===== config.mk =====
export PLATFORM = sky130hd
export DESIGN_NAME = cdr_regs
export DESIGN_NICKNAME = d
export VERILOG_FILES = /design/src/cdr_pkg.sv /design/src/cdr_regs.sv
export SDC_FILE = /design/constraint.sdc
export NUM_CORES = 1
export LEC_CHECK = 0
export CAP_MARGIN = 20
export CORE_ASPECT_RATIO = 1.1
export CORE_MARGIN = 2
export CORE_UTILIZATION = 45
export CTS_BUF_LIST = sky130_fd_sc_hd__clkbuf_2 sky130_fd_sc_hd__clkbuf_4 sky130_fd_sc_hd__clkbuf_8
export DETAILED_ROUTE_END_ITERATION = 10
export DONT_BUFFER_PORTS = 1
export PLACE_DENSITY = 0.69
export SETUP_SLACK_MARGIN = 0.4
export SLEW_MARGIN = 20
export SYNTH_ARGS = -nofsm -noshare
export SYNTH_HDL_FRONTEND = slang
export SYNTH_SLANG_ARGS = --single-unit

===== constraint.sdc =====
create_clock -name CLOCK -period 3.9 [get_ports CLOCK]
set_input_delay 0.39 -clock CLOCK [delete_from_list [all_inputs] [get_ports CLOCK]]
set_output_delay 0.39 -clock CLOCK [all_outputs]
set_load 0.1 [all_outputs]

===== src/cdr_pkg.sv =====
// Package: register map, field layout and types of the comparator control block
package cdr_pkg;

  // ==========================================================================
  // Register offsets on the special-function-register bus
  localparam logic [7:0] CMP_B_CTL_ADDR = 8'h9A;
  localparam logic [7:0] CMP_A_CTL_ADDR = 8'h9B;
  localparam logic [7:0] CMP_B_MODE_ADDR = 8'h9C;
  localparam logic [7:0] CMP_A_MODE_ADDR = 8'h9D;
  localparam logic [7:0] CMP_A_MUX_ADDR = 8'h9F;
  localparam logic [7:0] CMP_B_MUX_ADDR = 8'h9F;

  // ==========================================================================
  // Reset values
  localparam logic [7:0] CTL_RST = 8'h00;
  localparam logic [7:0] MODE_RST = 8'h02;
  localparam logic [7:0] MUX_RST = 8'h00;

  // ==========================================================================
  // Field positions
  localparam int ON_BIT = 7;
  localparam int RES_BIT = 6;
  localparam int RISE_BIT = 5;
  localparam int FALL_BIT = 4;
  localparam int PHYS_LSB = 2;
  localparam int NHYS_LSB = 0;
  localparam int NSEL_LSB = 4;
  localparam int PSEL_LSB = 0;
  localparam int RIE_BIT = 5;
  localparam int FIE_BIT = 4;
  localparam int SPD_LSB = 0;

  // ==========================================================================
  // Settings presented to one analog comparator
  typedef struct packed {
    logic on;
    logic [1:0] pos_hyst;
    logic [1:0] neg_hyst;
    logic [1:0] pos_sel;
    logic [1:0] neg_sel;
    logic [1:0] speed_mode;
  } cdr_ana_t;

  // Whole state of one comparator channel
  typedef struct packed {
    cdr_ana_t ana;
    logic rise_flag;
    logic fall_flag;
    logic rise_irq_en;
    logic fall_irq_en;
    logic sync1;
    logic sync2;
    logic prev;
  } cdr_cmp_t;

  // Whole state of the block
  typedef struct packed {
    cdr_cmp_t a;
    cdr_cmp_t b;
    logic [7:0] rdata;
    logic irq_a;
    logic irq_b;
  } cdr_state_t;

  localparam cdr_cmp_t CMP_RST = '{
    ana: '{on: CTL_RST[ON_BIT],
           pos_hyst: CTL_RST[PHYS_LSB+:2],
           neg_hyst: CTL_RST[NHYS_LSB+:2],
           pos_sel: MUX_RST[PSEL_LSB+:2],
           neg_sel: MUX_RST[NSEL_LSB+:2],
           speed_mode: MODE_RST[SPD_LSB+:2]},
    rise_flag: CTL_RST[RISE_BIT],
    fall_flag: CTL_RST[FALL_BIT],
    rise_irq_en: MODE_RST[RIE_BIT],
    fall_irq_en: MODE_RST[FIE_BIT],
    default: 1'b0};

  localparam cdr_state_t STATE_RST = '{
    a: CMP_RST, b: CMP_RST, rdata: 8'h00, irq_a: 1'b0, irq_b: 1'b0};

endpackage


===== src/cdr_regs.sv =====
// Control and status registers for two analog comparators
`timescale 1ns/1ps
`default_nettype none

module cdr_regs #(
  parameter logic [7:0] CMP_B_MUX_OFS = cdr_pkg::CMP_B_MUX_ADDR
) (
  input wire logic CLOCK,
  input wire logic RST_N,
  input wire logic [7:0] SFR_ADDR,
  input wire logic SFR_WR,
  input wire logic SFR_RD,
  input wire logic [7:0] SFR_WDATA,
  output logic [7:0] SFR_RDATA,
  input wire logic CMP_A_RAW,
  input wire logic CMP_B_RAW,
  output cdr_pkg::cdr_ana_t CMP_A_ANA,
  output cdr_pkg::cdr_ana_t CMP_B_ANA,
  output logic CMP_A_IRQ,
  output logic CMP_B_IRQ
);

  // ==========================================================================
  // Channel helpers

  // Next state of one channel from its current state, pin and bus writes
  function automatic cdr_pkg::cdr_cmp_t cmp_next(
    input cdr_pkg::cdr_cmp_t c,
    input logic raw,
    input logic wr_ctl,
    input logic wr_mux,
    input logic wr_mode,
    input logic [7:0] d
  );
    cdr_pkg::cdr_cmp_t n;
    logic res;
    logic rise;
    logic fall;
    n = c;
    // two flops before any logic sees the pin
    n.sync1 = raw;
    n.sync2 = c.sync1;
    // output reads low while the comparator is off
    res = c.ana.on & c.sync2;
    n.prev = res;
    // rising edge seen only while enabled
    rise = res & ~c.prev;
    // falling edge also gated by the enable
    fall = c.ana.on & ~c.sync2 & c.prev;
    if (wr_ctl) begin
      n.ana.on = d[cdr_pkg::ON_BIT];
      n.rise_flag = d[cdr_pkg::RISE_BIT];
      n.fall_flag = d[cdr_pkg::FALL_BIT];
      n.ana.pos_hyst = d[cdr_pkg::PHYS_LSB+:2];
      n.ana.neg_hyst = d[cdr_pkg::NHYS_LSB+:2];
    end
    if (wr_mux) begin
      n.ana.neg_sel = d[cdr_pkg::NSEL_LSB+:2];
      n.ana.pos_sel = d[cdr_pkg::PSEL_LSB+:2];
    end
    if (wr_mode) begin
      n.rise_irq_en = d[cdr_pkg::RIE_BIT];
      n.fall_irq_en = d[cdr_pkg::FIE_BIT];
      n.ana.speed_mode = d[cdr_pkg::SPD_LSB+:2];
    end
    // set wins over a software clear in the same cycle
    n.rise_flag = n.rise_flag | rise;
    n.fall_flag = n.fall_flag | fall;
    return n;
  endfunction

  // Control register image; bit 6 is the live synchronised result
  function automatic logic [7:0] ctl_byte(input cdr_pkg::cdr_cmp_t c);
    // result bit reflects the synchronised output
    return {c.ana.on, c.ana.on & c.sync2, c.rise_flag, c.fall_flag,
            c.ana.pos_hyst, c.ana.neg_hyst};
  endfunction

  // Mux register image; unused bits fixed at zero
  function automatic logic [7:0] mux_byte(input cdr_pkg::cdr_cmp_t c);
    return {2'h0, c.ana.neg_sel, 2'h0, c.ana.pos_sel};
  endfunction

  // Mode register image; unused bits fixed at zero
  function automatic logic [7:0] mode_byte(input cdr_pkg::cdr_cmp_t c);
    return {2'h0, c.rise_irq_en, c.fall_irq_en, 2'h0, c.ana.speed_mode};
  endfunction

  // Interrupt request of one channel
  function automatic logic irq_of(input cdr_pkg::cdr_cmp_t c);
    return (c.rise_flag & c.rise_irq_en) | (c.fall_flag & c.fall_irq_en);
  endfunction

  // ==========================================================================
  // State

  cdr_pkg::cdr_state_t state_r;
  cdr_pkg::cdr_state_t state_nxt;

  logic wr_a_ctl;
  logic wr_b_ctl;
  logic wr_a_mux;
  logic wr_b_mux;
  logic wr_a_mode;
  logic wr_b_mode;

  // Write decode; both mux offsets may coincide, then one write hits both
  assign wr_a_ctl = SFR_WR && (SFR_ADDR == cdr_pkg::CMP_A_CTL_ADDR);
  assign wr_b_ctl = SFR_WR && (SFR_ADDR == cdr_pkg::CMP_B_CTL_ADDR);
  assign wr_a_mux = SFR_WR && (SFR_ADDR == cdr_pkg::CMP_A_MUX_ADDR);
  assign wr_b_mux = SFR_WR && (SFR_ADDR == CMP_B_MUX_OFS);
  assign wr_a_mode = SFR_WR && (SFR_ADDR == cdr_pkg::CMP_A_MODE_ADDR);
  assign wr_b_mode = SFR_WR && (SFR_ADDR == cdr_pkg::CMP_B_MODE_ADDR);

  // Next-state logic for both channels, read data and interrupts
  always_comb begin
    state_nxt = state_r;
    state_nxt.a = cmp_next(state_r.a, CMP_A_RAW, wr_a_ctl, wr_a_mux,
                           wr_a_mode, SFR_WDATA);
    // second channel shares the mode layout
    // second channel shares the control layout
    // second negative select via the same helper
    // second positive select via the same helper
    state_nxt.b = cmp_next(state_r.b, CMP_B_RAW, wr_b_ctl, wr_b_mux,
                           wr_b_mode, SFR_WDATA);
    // Read data is captured on the strobe and held until the next read
    if (SFR_RD) begin
      if (SFR_ADDR == cdr_pkg::CMP_A_CTL_ADDR) begin
        state_nxt.rdata = ctl_byte(state_r.a);
      end else if (SFR_ADDR == cdr_pkg::CMP_B_CTL_ADDR) begin
        state_nxt.rdata = ctl_byte(state_r.b);
      end else if (SFR_ADDR == cdr_pkg::CMP_A_MODE_ADDR) begin
        state_nxt.rdata = mode_byte(state_r.a);
      end else if (SFR_ADDR == cdr_pkg::CMP_B_MODE_ADDR) begin
        state_nxt.rdata = mode_byte(state_r.b);
      end else if (SFR_ADDR == cdr_pkg::CMP_A_MUX_ADDR) begin
        state_nxt.rdata = mux_byte(state_r.a);
      end else if (SFR_ADDR == CMP_B_MUX_OFS) begin
        state_nxt.rdata = mux_byte(state_r.b);
      end else begin
        state_nxt.rdata = 8'h00;
      end
    end
    // request from the flags being written this cycle
    state_nxt.irq_a = irq_of(state_nxt.a);
    state_nxt.irq_b = irq_of(state_nxt.b);
  end

  // State register
  always_ff @(posedge CLOCK or negedge RST_N) begin
    if (!RST_N) begin
      state_r <= cdr_pkg::STATE_RST;
    end else begin
      state_r <= state_nxt;
    end
  end

  // Outputs all straight from flops
  assign SFR_RDATA = state_r.rdata;
  assign CMP_A_ANA = state_r.a.ana;
  assign CMP_B_ANA = state_r.b.ana;
  assign CMP_A_IRQ = state_r.irq_a;
  assign CMP_B_IRQ = state_r.irq_b;
endmodule

`default_nettype wire


======== Yosys cells after proc, flatten, opt, wreduce, memory -nomap -nowiden ========
Index checks and enable logic that the tools add are counted.
storage, ports and cells
  register bits ........................... 42
  output and inout port bits .............. 32
cells by class
  equal/unequal tests ..................... 5
  muxes and demuxes ....................... 9
  bitwise operators ....................... 22
  reduce and logical (&&, ||, !) cells .... 5
operator list
  kind                count
  $eq 8x8->1 const B  5
  $mux 6              3
  $mux 8              2
  $and 1x1->1         12
  $mux 2              4
  $or 1x1->1          6
  $logic_and 1x1->1   5
  $not 1->1           4

======== Longest topological paths before layout ========
Gate-level depths: netlist (run 1).
  depth in word-level cells ............... 6
  gate-level depth with buffers ........... 6
  mapped depth without buffers ............ 4

======== Least setup slack after synthesis (run 1) ========
Ideal clock, no wire load.
  kind .................................... input -> register
  start point ............................. input SFR_ADDR[6]
  end point ............................... register state_r, in the netlist CMP_A_IRQ
  data arrival time ....................... 1.596 ns
  required time ........................... 3.778 ns
  setup slack ............................. 2.183 ns
  stages on the path ...................... 4
  buffers on the path ..................... 0
  cells stage by stage .................... nand3b_1 > nor4b_4 > mux2_2 > a32o_1
RTL lines
  what                    line             source
  start: declaration      cdr_regs.sv:10   input wire logic [7:0] SFR_ADDR,
  end signal: assignment  cdr_regs.sv:152  state_r <= cdr_pkg::STATE_RST;
  end signal: assignment  cdr_regs.sv:154  state_r <= state_nxt;
  end: declaration        cdr_regs.sv:97   cdr_pkg::cdr_state_t state_r;

==> results.sh, run 1 <==
export IMPL_crit_arrival_ns=2.13
export IMPL_viasPerCell=5.592
export IMPL_clockPowerShare_pct=36.1
export IMPL_grt_pass1_vias=1310
export IMPL_finalCritPeriodShare_pct=49.85
export IMPL_synthSimpleGateAreaFrac_pct=11.80
export IMPL_worst_slew_pin_slew_ns=1.073
export IMPL_multi_input_area_um2=809.5
export IMPL_antenna_found_initial=0
export IMPL_cpMaxStageDelayCell="dfrtp_1"
export IMPL_start_util_pct=46.61
export IMPL_met1_usage_pct=19.17
export IMPL_max_freq_mhz=514.4
export IMPL_maxSlewViolCount=0
export IMPL_reg2reg_to="CMP_B_IRQ$_DFF_PN0_"
export IMPL_vias=1191
export IMPL_ff2ff_path_depth=3
export IMPL_die_w_um=69.96
export IMPL_clkTransAtPathRegs_ns=0.08
export IMPL_row_count=26
export IMPL_route_detailed_drc=0
export IMPL_peakVddDrop_mv=0.2430
export IMPL_crit_fanout=7
export IMPL_setup_viol=0
export IMPL_final_setup_tns_ns=0
export IMPL_synthXorXnorAreaFrac_pct=0
export IMPL_clock_sinks=42
export IMPL_dr_pass1_iters=4
export IMPL_fp_dieH_um=76.55
export IMPL_outcome="complete, no violations"
export IMPL_syn_num_nets=203
export IMPL_pin_count=54
export IMPL_drive_gt1_share_pct=33.76
export IMPL_switching_share_pct=30.00
export IMPL_grt_use_met3_pct=6.746
export IMPL_portBuffers=0
export IMPL_min_period_ns=1.944
export IMPL_power_frac_seq_pct=58.3
export IMPL_maxCapViolations=0
export IMPL_pre_cts_ws_ns=1.959
export IMPL_synthesis_area_um2=2153
export IMPL_post_cts_buffers=0
export IMPL_switchingPower_mw=0.2905
export IMPL_clock_root_buffer="clkbuf_8"
export IMPL_synth_common_cells="dfrtp_1, mux2_2, buf_4, inv_1, nand2_1"
export IMPL_cts_tree="built"
export IMPL_nets=178
export IMPL_stdcell_area_um2=2127
export IMPL_synth_top_area_share_pct=46.48
export IMPL_cts_buffers=5
export IMPL_crit_chain="and3b_1 > or3_1 > a32o_1"
export IMPL_grt_max_degree=43
export IMPL_synth_mux_area_share_pct=18.19
export IMPL_ys_ff_latch=42
export IMPL_core_um2=4619
export IMPL_r2r_slack_ns=1.96
export IMPL_r2r_start="CMP_B_ANA[10]$_DFFE_PN0P_"
export IMPL_crit_path_end_kind="register"
export IMPL_critical_path_class="register to register"
export IMPL_cp_start_kind="register"
export IMPL_clk_insertion_delay_late_ns=0.30
export IMPL_pwr_share_comb_pct=5.6
export IMPL_synthFlopType="dfrtp_1"
export IMPL_routed_wl_um=4199
export IMPL_antenna_left=0
export IMPL_dieArea_um2=5355
export IMPL_holdWs_ns=0.1149
export IMPL_grt_pass1_wl_um=6693
export IMPL_synthArstFlopShare_pct=100.0
export IMPL_gp_congestion=0.7774
export IMPL_hpwl_um=2987
export IMPL_whs_path_depth=0
export IMPL_synth_area_per_cell_um2=11.90
export IMPL_synth_area_top_cells="dfrtp_1, mux2_2, buf_4"
export IMPL_grt_ovfl_total=0
export IMPL_min_from="CMP_B_RAW"
export IMPL_crit_required_ns=4.08
export IMPL_syn2layout_area_growth_pct=-1.220
export IMPL_antenna_cells=0
export IMPL_leakage_nw=0.9420
export IMPL_yosysMostFrequentCell="dfrtp_1"
export IMPL_ys_warn_count=0
export IMPL_fillers=436
export IMPL_first_iter_violations=68
export IMPL_grt_busiest_layer="met2"
export IMPL_setup_ws_ns=1.956
export IMPL_rsz0062_at_grt="false"
export IMPL_max_clock_path_buffers=2
export IMPL_power_density_nw_per_um2=455.2
export IMPL_regArea_um2=1059
export IMPL_synth_compound_area_share_pct=7.612
export IMPL_synthAdderAreaFrac_pct=0
export IMPL_min_to="state_nxt[11]$_DFF_PN0_"
export IMPL_ys_seq_area_share_pct=48.93
export IMPL_hold_path_class="primary input to register"
export IMPL_synth_top_family_by_area="multiplexers"
export IMPL_slew_headroom_pct=28.49
export IMPL_fin_skew_ns=0.006446
export IMPL_ys_types=31
export IMPL_yosys_area_top_type="dfrtp_1"
export IMPL_use_met2_pct=26.00
export IMPL_synth_edff_count=0
export IMPL_intPower_mw=0.6779
export IMPL_drt_wirelength_per_cell_um=19.71
export IMPL_synthCells=181
export IMPL_cts_htree_levels=2
export IMPL_hold_viol=0
export IMPL_crit_path_max_incr_delay_ns=0.78
export IMPL_place_area_um2=1983
export IMPL_grt_total_usage_pct=16.43
## how the worst max path moves through the flow
stage | from | to | slack [ns] | cells after the start
6_report | CMP_B_ANA[10]$_DFFE_PN0P_ | CMP_B_IRQ$_DFF_PN0_ | 1.96 | 3
5_1_grt | CMP_B_ANA[10]$_DFFE_PN0P_ | CMP_B_IRQ$_DFF_PN0_ | 1.90 | 3
2_1_floorplan | SFR_ADDR[6] | CMP_A_IRQ$_DFF_PN0_ | 2.18 | 4
3_3_place_gp | CMP_A_ANA[10]$_DFFE_PN0P_ | CMP_A_IRQ$_DFF_PN0_ | 1.99 | 3
3_5_place_dp | CMP_B_ANA[10]$_DFFE_PN0P_ | CMP_B_IRQ$_DFF_PN0_ | 1.96 | 3
4_1_cts | CMP_B_ANA[10]$_DFFE_PN0P_ | CMP_B_IRQ$_DFF_PN0_ | 1.94 | 3
## layout by cell type (no fill, tap or decap)
cell type	count
nor2_1	4
and3b_1	3
o22ai_1	7
nor2b_1	3
nand4bb_1	1
nor4b_4	1
dfstp_2	2
and2_1	2
and4bb_4	1
nand3_1	1
mux2_2	33
o21ai_0	2
nand2_1	11
a22oi_1	4
buf_12	1
a32o_1	2
nand4_4	1
a31oi_1	4
dfrtp_2	4
clkbuf_4	1
nand4_1	1
nand2b_1	1
a22o_1	4
nand3b_1	1
clkinvlp_4	1
dfrtp_1	36
clkbuf_8	5
bufinv_16	1
or3_1	2
inv_1	12
dlygate4sd3_1	1
mux2i_1	2
nand3_4	1
nor4_2	1
## power groups by stage
stage                     clock, mW  combinational, mW  sequential [mW]
after floorplan                   0              0.143            0.485
after global placement            0             0.0410            0.572
after detailed placement          0             0.0430            0.573
after CTS                     0.359             0.0554            0.564
after global routing          0.378             0.0602            0.567
final                         0.350             0.0547            0.564
## routing by layer
metal / vias up / share of wire (%)
li1: 552 / -
met1: 593 / 41
met2: 40 / 49
met3: 6 / 8.4
met4: 0 / 1.8
met5: - / 0
## final cells by class
cell class,count,share of cell area (%)
clock inverter,2,1.765
tap,56,3.294
clock buffer,6,3.588
inverter,12,2.118
timing repair buffer,2,1.412
sequential,42,49.76
multi-input combinational,93,38.06
## state kept, by name, summed over array words and instances, names as in the netlist
| register | count |
|---|---|
| CMP_B_IRQ | 1 |
| CMP_A_IRQ | 1 |
| state_nxt | 2 |
| CMP_B_ANA | 11 |
| SFR_RDATA | 8 |
| state_r | 12 |
| CMP_A_ANA | 7 |
## metrics by stage
step                      power, mW  cells  util (%)
after global placement       0.6133    203     42.93
after detailed placement     0.6161    203     42.93
final                        0.9683    213     46.05
after floorplan              0.6277    181         -
after CTS                    0.9789    213     46.05
after global routing          1.005    213     46.05
## worst max-delay path, delay by kind of cell (launching register included)
kind / cells / cell delay, ns
AOI/OAI and AO/OA: 1 / 0.29
DFF: 1 / 0.78
and+or+nand+nor: 2 / 0.76
## cell families after synthesis
kind of cell,after synthesis
buffers and inverters,46
DFF,42
muxes,35
and+or+nand+nor,35
AOI/OAI and AO/OA,23
## what timing repair did
action | 4_1_cts | 5_1_grt
hold buffers | 2 | 0
resized for setup | 0 | 0
endpoints found under the hold margin | 42 | 0
No activity file was read; power rests on OpenSTA's default activity.
==> inputs of run 2 (changes only) <==
--- a/config.mk
+++ b/config.mk
@@ -12,7 +12,7 @@
 export CTS_BUF_LIST = sky130_fd_sc_hd__clkbuf_2 sky130_fd_sc_hd__clkbuf_4 sky130_fd_sc_hd__clkbuf_8
 export DETAILED_ROUTE_END_ITERATION = 10
 export DONT_BUFFER_PORTS = 1
-export PLACE_DENSITY = 0.69
+export PLACE_DENSITY = 0.71
 export SETUP_SLACK_MARGIN = 0.4
 export SLEW_MARGIN = 20
 export SYNTH_ARGS = -nofsm -noshare
==> constraint.sdc (replaced) <==
create_clock -name CLOCK -period 1.7 [get_ports CLOCK]
set_input_delay 0.17 -clock CLOCK [delete_from_list [all_inputs] [get_ports CLOCK]]
set_output_delay 0.17 -clock CLOCK [all_outputs]
set_load 0.1 [all_outputs]
==> run 2 against run 1 <==
  * Sequential cell count did not move
  * Die area did not move
  * Largest cell class unchanged
  * Worst hold slack got worse by 0.10 ns
  * Critical endpoint is now CMP_A_ANA[1]
  * Clock skew rose by 0.0018 ns
  * Critical path depth fell by 2
==> results.sh, run 2 (synthesis gave the netlist of run 1 again) <==
export IMPL_outcome="complete, no violations"
export IMPL_antenna_cells=0
export IMPL_drt_wirelength_per_cell_um=17.05
export IMPL_peakVddDrop_mv=0.4223
export IMPL_min_period_ns=1.299
export IMPL_syn2layout_area_growth_pct=15.80
export IMPL_hpwl_um=3094
export IMPL_min_to="SFR_RDATA[3]$_DFFE_PN0P_"
export IMPL_hold_viol=0
export IMPL_antenna_found_initial=0
export IMPL_grt_pass1_vias=1399
export IMPL_grt_pass1_wl_um=7031
export IMPL_die_w_um=69.96
export IMPL_totalPowerFinal_mw=2.278
export IMPL_antenna_left=0
export IMPL_fin_skew_ns=0.008267
export IMPL_r2r_slack_ns=0.40
export IMPL_cp_start_kind="register"
export IMPL_setup_ws_ns=0.4008
export IMPL_cpMaxStageDelayCell="dfstp_2"
export IMPL_place_area_um2=2247
export IMPL_finalCritPeriodShare_pct=76.42
export IMPL_top_register="state_r"
export IMPL_largest_register_ffs=12
export IMPL_first_iter_violations=87
export IMPL_max_clock_path_buffers=2
export IMPL_max_freq_mhz=769.7
export IMPL_grt_max_degree=43
export IMPL_viasPerCell=5.316
export IMPL_routed_wl_um=4313
export IMPL_start_util_pct=46.61
export IMPL_cts_buffers=5
export IMPL_cts_tree="built"
export IMPL_critPathTopFamily="flip-flops"
export IMPL_portBuffers=0
export IMPL_clk_insertion_delay_late_ns=0.29
export IMPL_vias=1345
export IMPL_dr_pass1_iters=4
export IMPL_worst_slew_pin_slew_ns=0.3958
export IMPL_power_density_nw_per_um2=913.6
export IMPL_stdcell_area_um2=2494
export IMPL_final_cell_mix="dfrtp_1, mux2_2, buf_4"
export IMPL_reg2reg_to="CMP_A_IRQ$_DFF_PN0_"
export IMPL_clock_root_buffer="clkbuf_8"
export IMPL_route_detailed_drc=0
export IMPL_setup_viol=0
export IMPL_grt_ovfl_total=0
export IMPL_fp_dieH_um=76.55
export IMPL_core_um2=4619
export IMPL_maxSlewViolCount=0
export IMPL_drive_gt1_share_pct=48.22
export IMPL_final_setup_tns_ns=0
export IMPL_dieArea_um2=5355
export IMPL_maxCapViolations=0
export IMPL_rsz0062_at_grt="true"
export IMPL_leakage_nw=1.171
export IMPL_slew_headroom_pct=73.61
export IMPL_fillers=410
export IMPL_crit_chain="buf_4"
export IMPL_crit_path_max_incr_delay_ns=0.54
export IMPL_nets=218
export IMPL_critical_path_class="register to primary output"
export IMPL_r2r_start="CMP_A_ANA[10]$_DFFE_PN0P_"
export IMPL_crit_required_ns=1.53
export IMPL_crit_buf_inv=1
export IMPL_hold_path_class="primary input to register"
export IMPL_ff2ff_path_depth=3
export IMPL_clkTransAtPathRegs_ns=0.08
export IMPL_crit_path_end_kind="primary output"
export IMPL_whs_path_depth=2
export IMPL_grt_total_usage_pct=16.82
export IMPL_pin_count=54
export IMPL_min_from="SFR_RD"
export IMPL_pre_cts_ws_ns=0.1498
export IMPL_gp_congestion=0.8116
export IMPL_crit_fanout=2
export IMPL_crit_arrival_ns=1.13
export IMPL_row_count=26
export IMPL_cts_htree_levels=2
export IMPL_clock_sinks=42
export IMPL_final_common_cell="dfrtp_1"
[run 2: cell count changes in the layout (fill, tap and decap cells not counted), sizes merged]
cell         before  now
clkbuf            6    7
dlygate4sd3       1    4
clkinvlp          1    0
buf               1   38
[run 2: how the worst max path moves through the flow]
| stage | from | end | cells past startpoint |
|---|---|---|---|
| after global routing | CMP_B_ANA[5]$_DFFE_PN0P_ | SFR_RDATA[1]$_DFFE_PN0P_ | 4 |
| after floorplan | SFR_ADDR[6] | CMP_A_IRQ$_DFF_PN0_ | 4 |
| after global placement | SFR_ADDR[6] | CMP_A_IRQ$_DFF_PN0_ | 4 |
| final | CMP_A_ANA[1]$_DFFE_PN1N_ | CMP_A_ANA[1] | 1 |
| after detailed placement | SFR_ADDR[6] | CMP_A_IRQ$_DFF_PN0_ | 4 |
| after CTS | CMP_B_ANA[4]$_DFFE_PN0P_ | CMP_A_ANA[4] | 1 |
[run 2: layer usage]
metal  track usage (%)  vias to the layer above  part of all wire [%]
li1                  -                      635                     -
met1             21.17                      654                    42
met2             26.86                       46                    50
met3             5.556                       10                   6.2
met4             6.346                        0                   1.8
met5                 0                        -                     0
[run 2: cell type report]
cell class,instances,area (um2),area share [%]
inverter,12,45.04,1.806
tap,56,70.07,2.810
timing repair buffer,42,372.9,14.95
clock buffer,7,83.83,3.362
sequential,42,1060,42.50
clock inverter,1,30.03,1.204
multi-input combinational,93,832.0,33.37
[run 2: what timing repair did]
| item | CTS | global route |
|---|---|---|
| setup endpoints to repair | 8 | 7 |
| hold endpoints to repair | 52 | 0 |
| hold buffers | 5 | 0 |
| pin swaps | 1 | 3 |
| gates resized for setup | 9 | 4 |
| setup buffers | 2 | 1 |
[run 2: through the flow]
stage	cells	hold WS [ns]	util [%]
detailed placement	237	-0.1247	48.65
finish	253	0.01002	53.98
global placement	237	-0.1245	48.65
CTS	252	0.004209	53.47
floorplan	181	-0.1256	-
global route	253	0.005340	53.98
[run 2: report_power, final]
group / total (mW) / internal (mW) / switching, mW
Combinational: 0.423 / 0.116 / 0.306
Clock: 0.788 / 0.471 / 0.317
Sequential: 1.07 / 1.04 / 0.0256
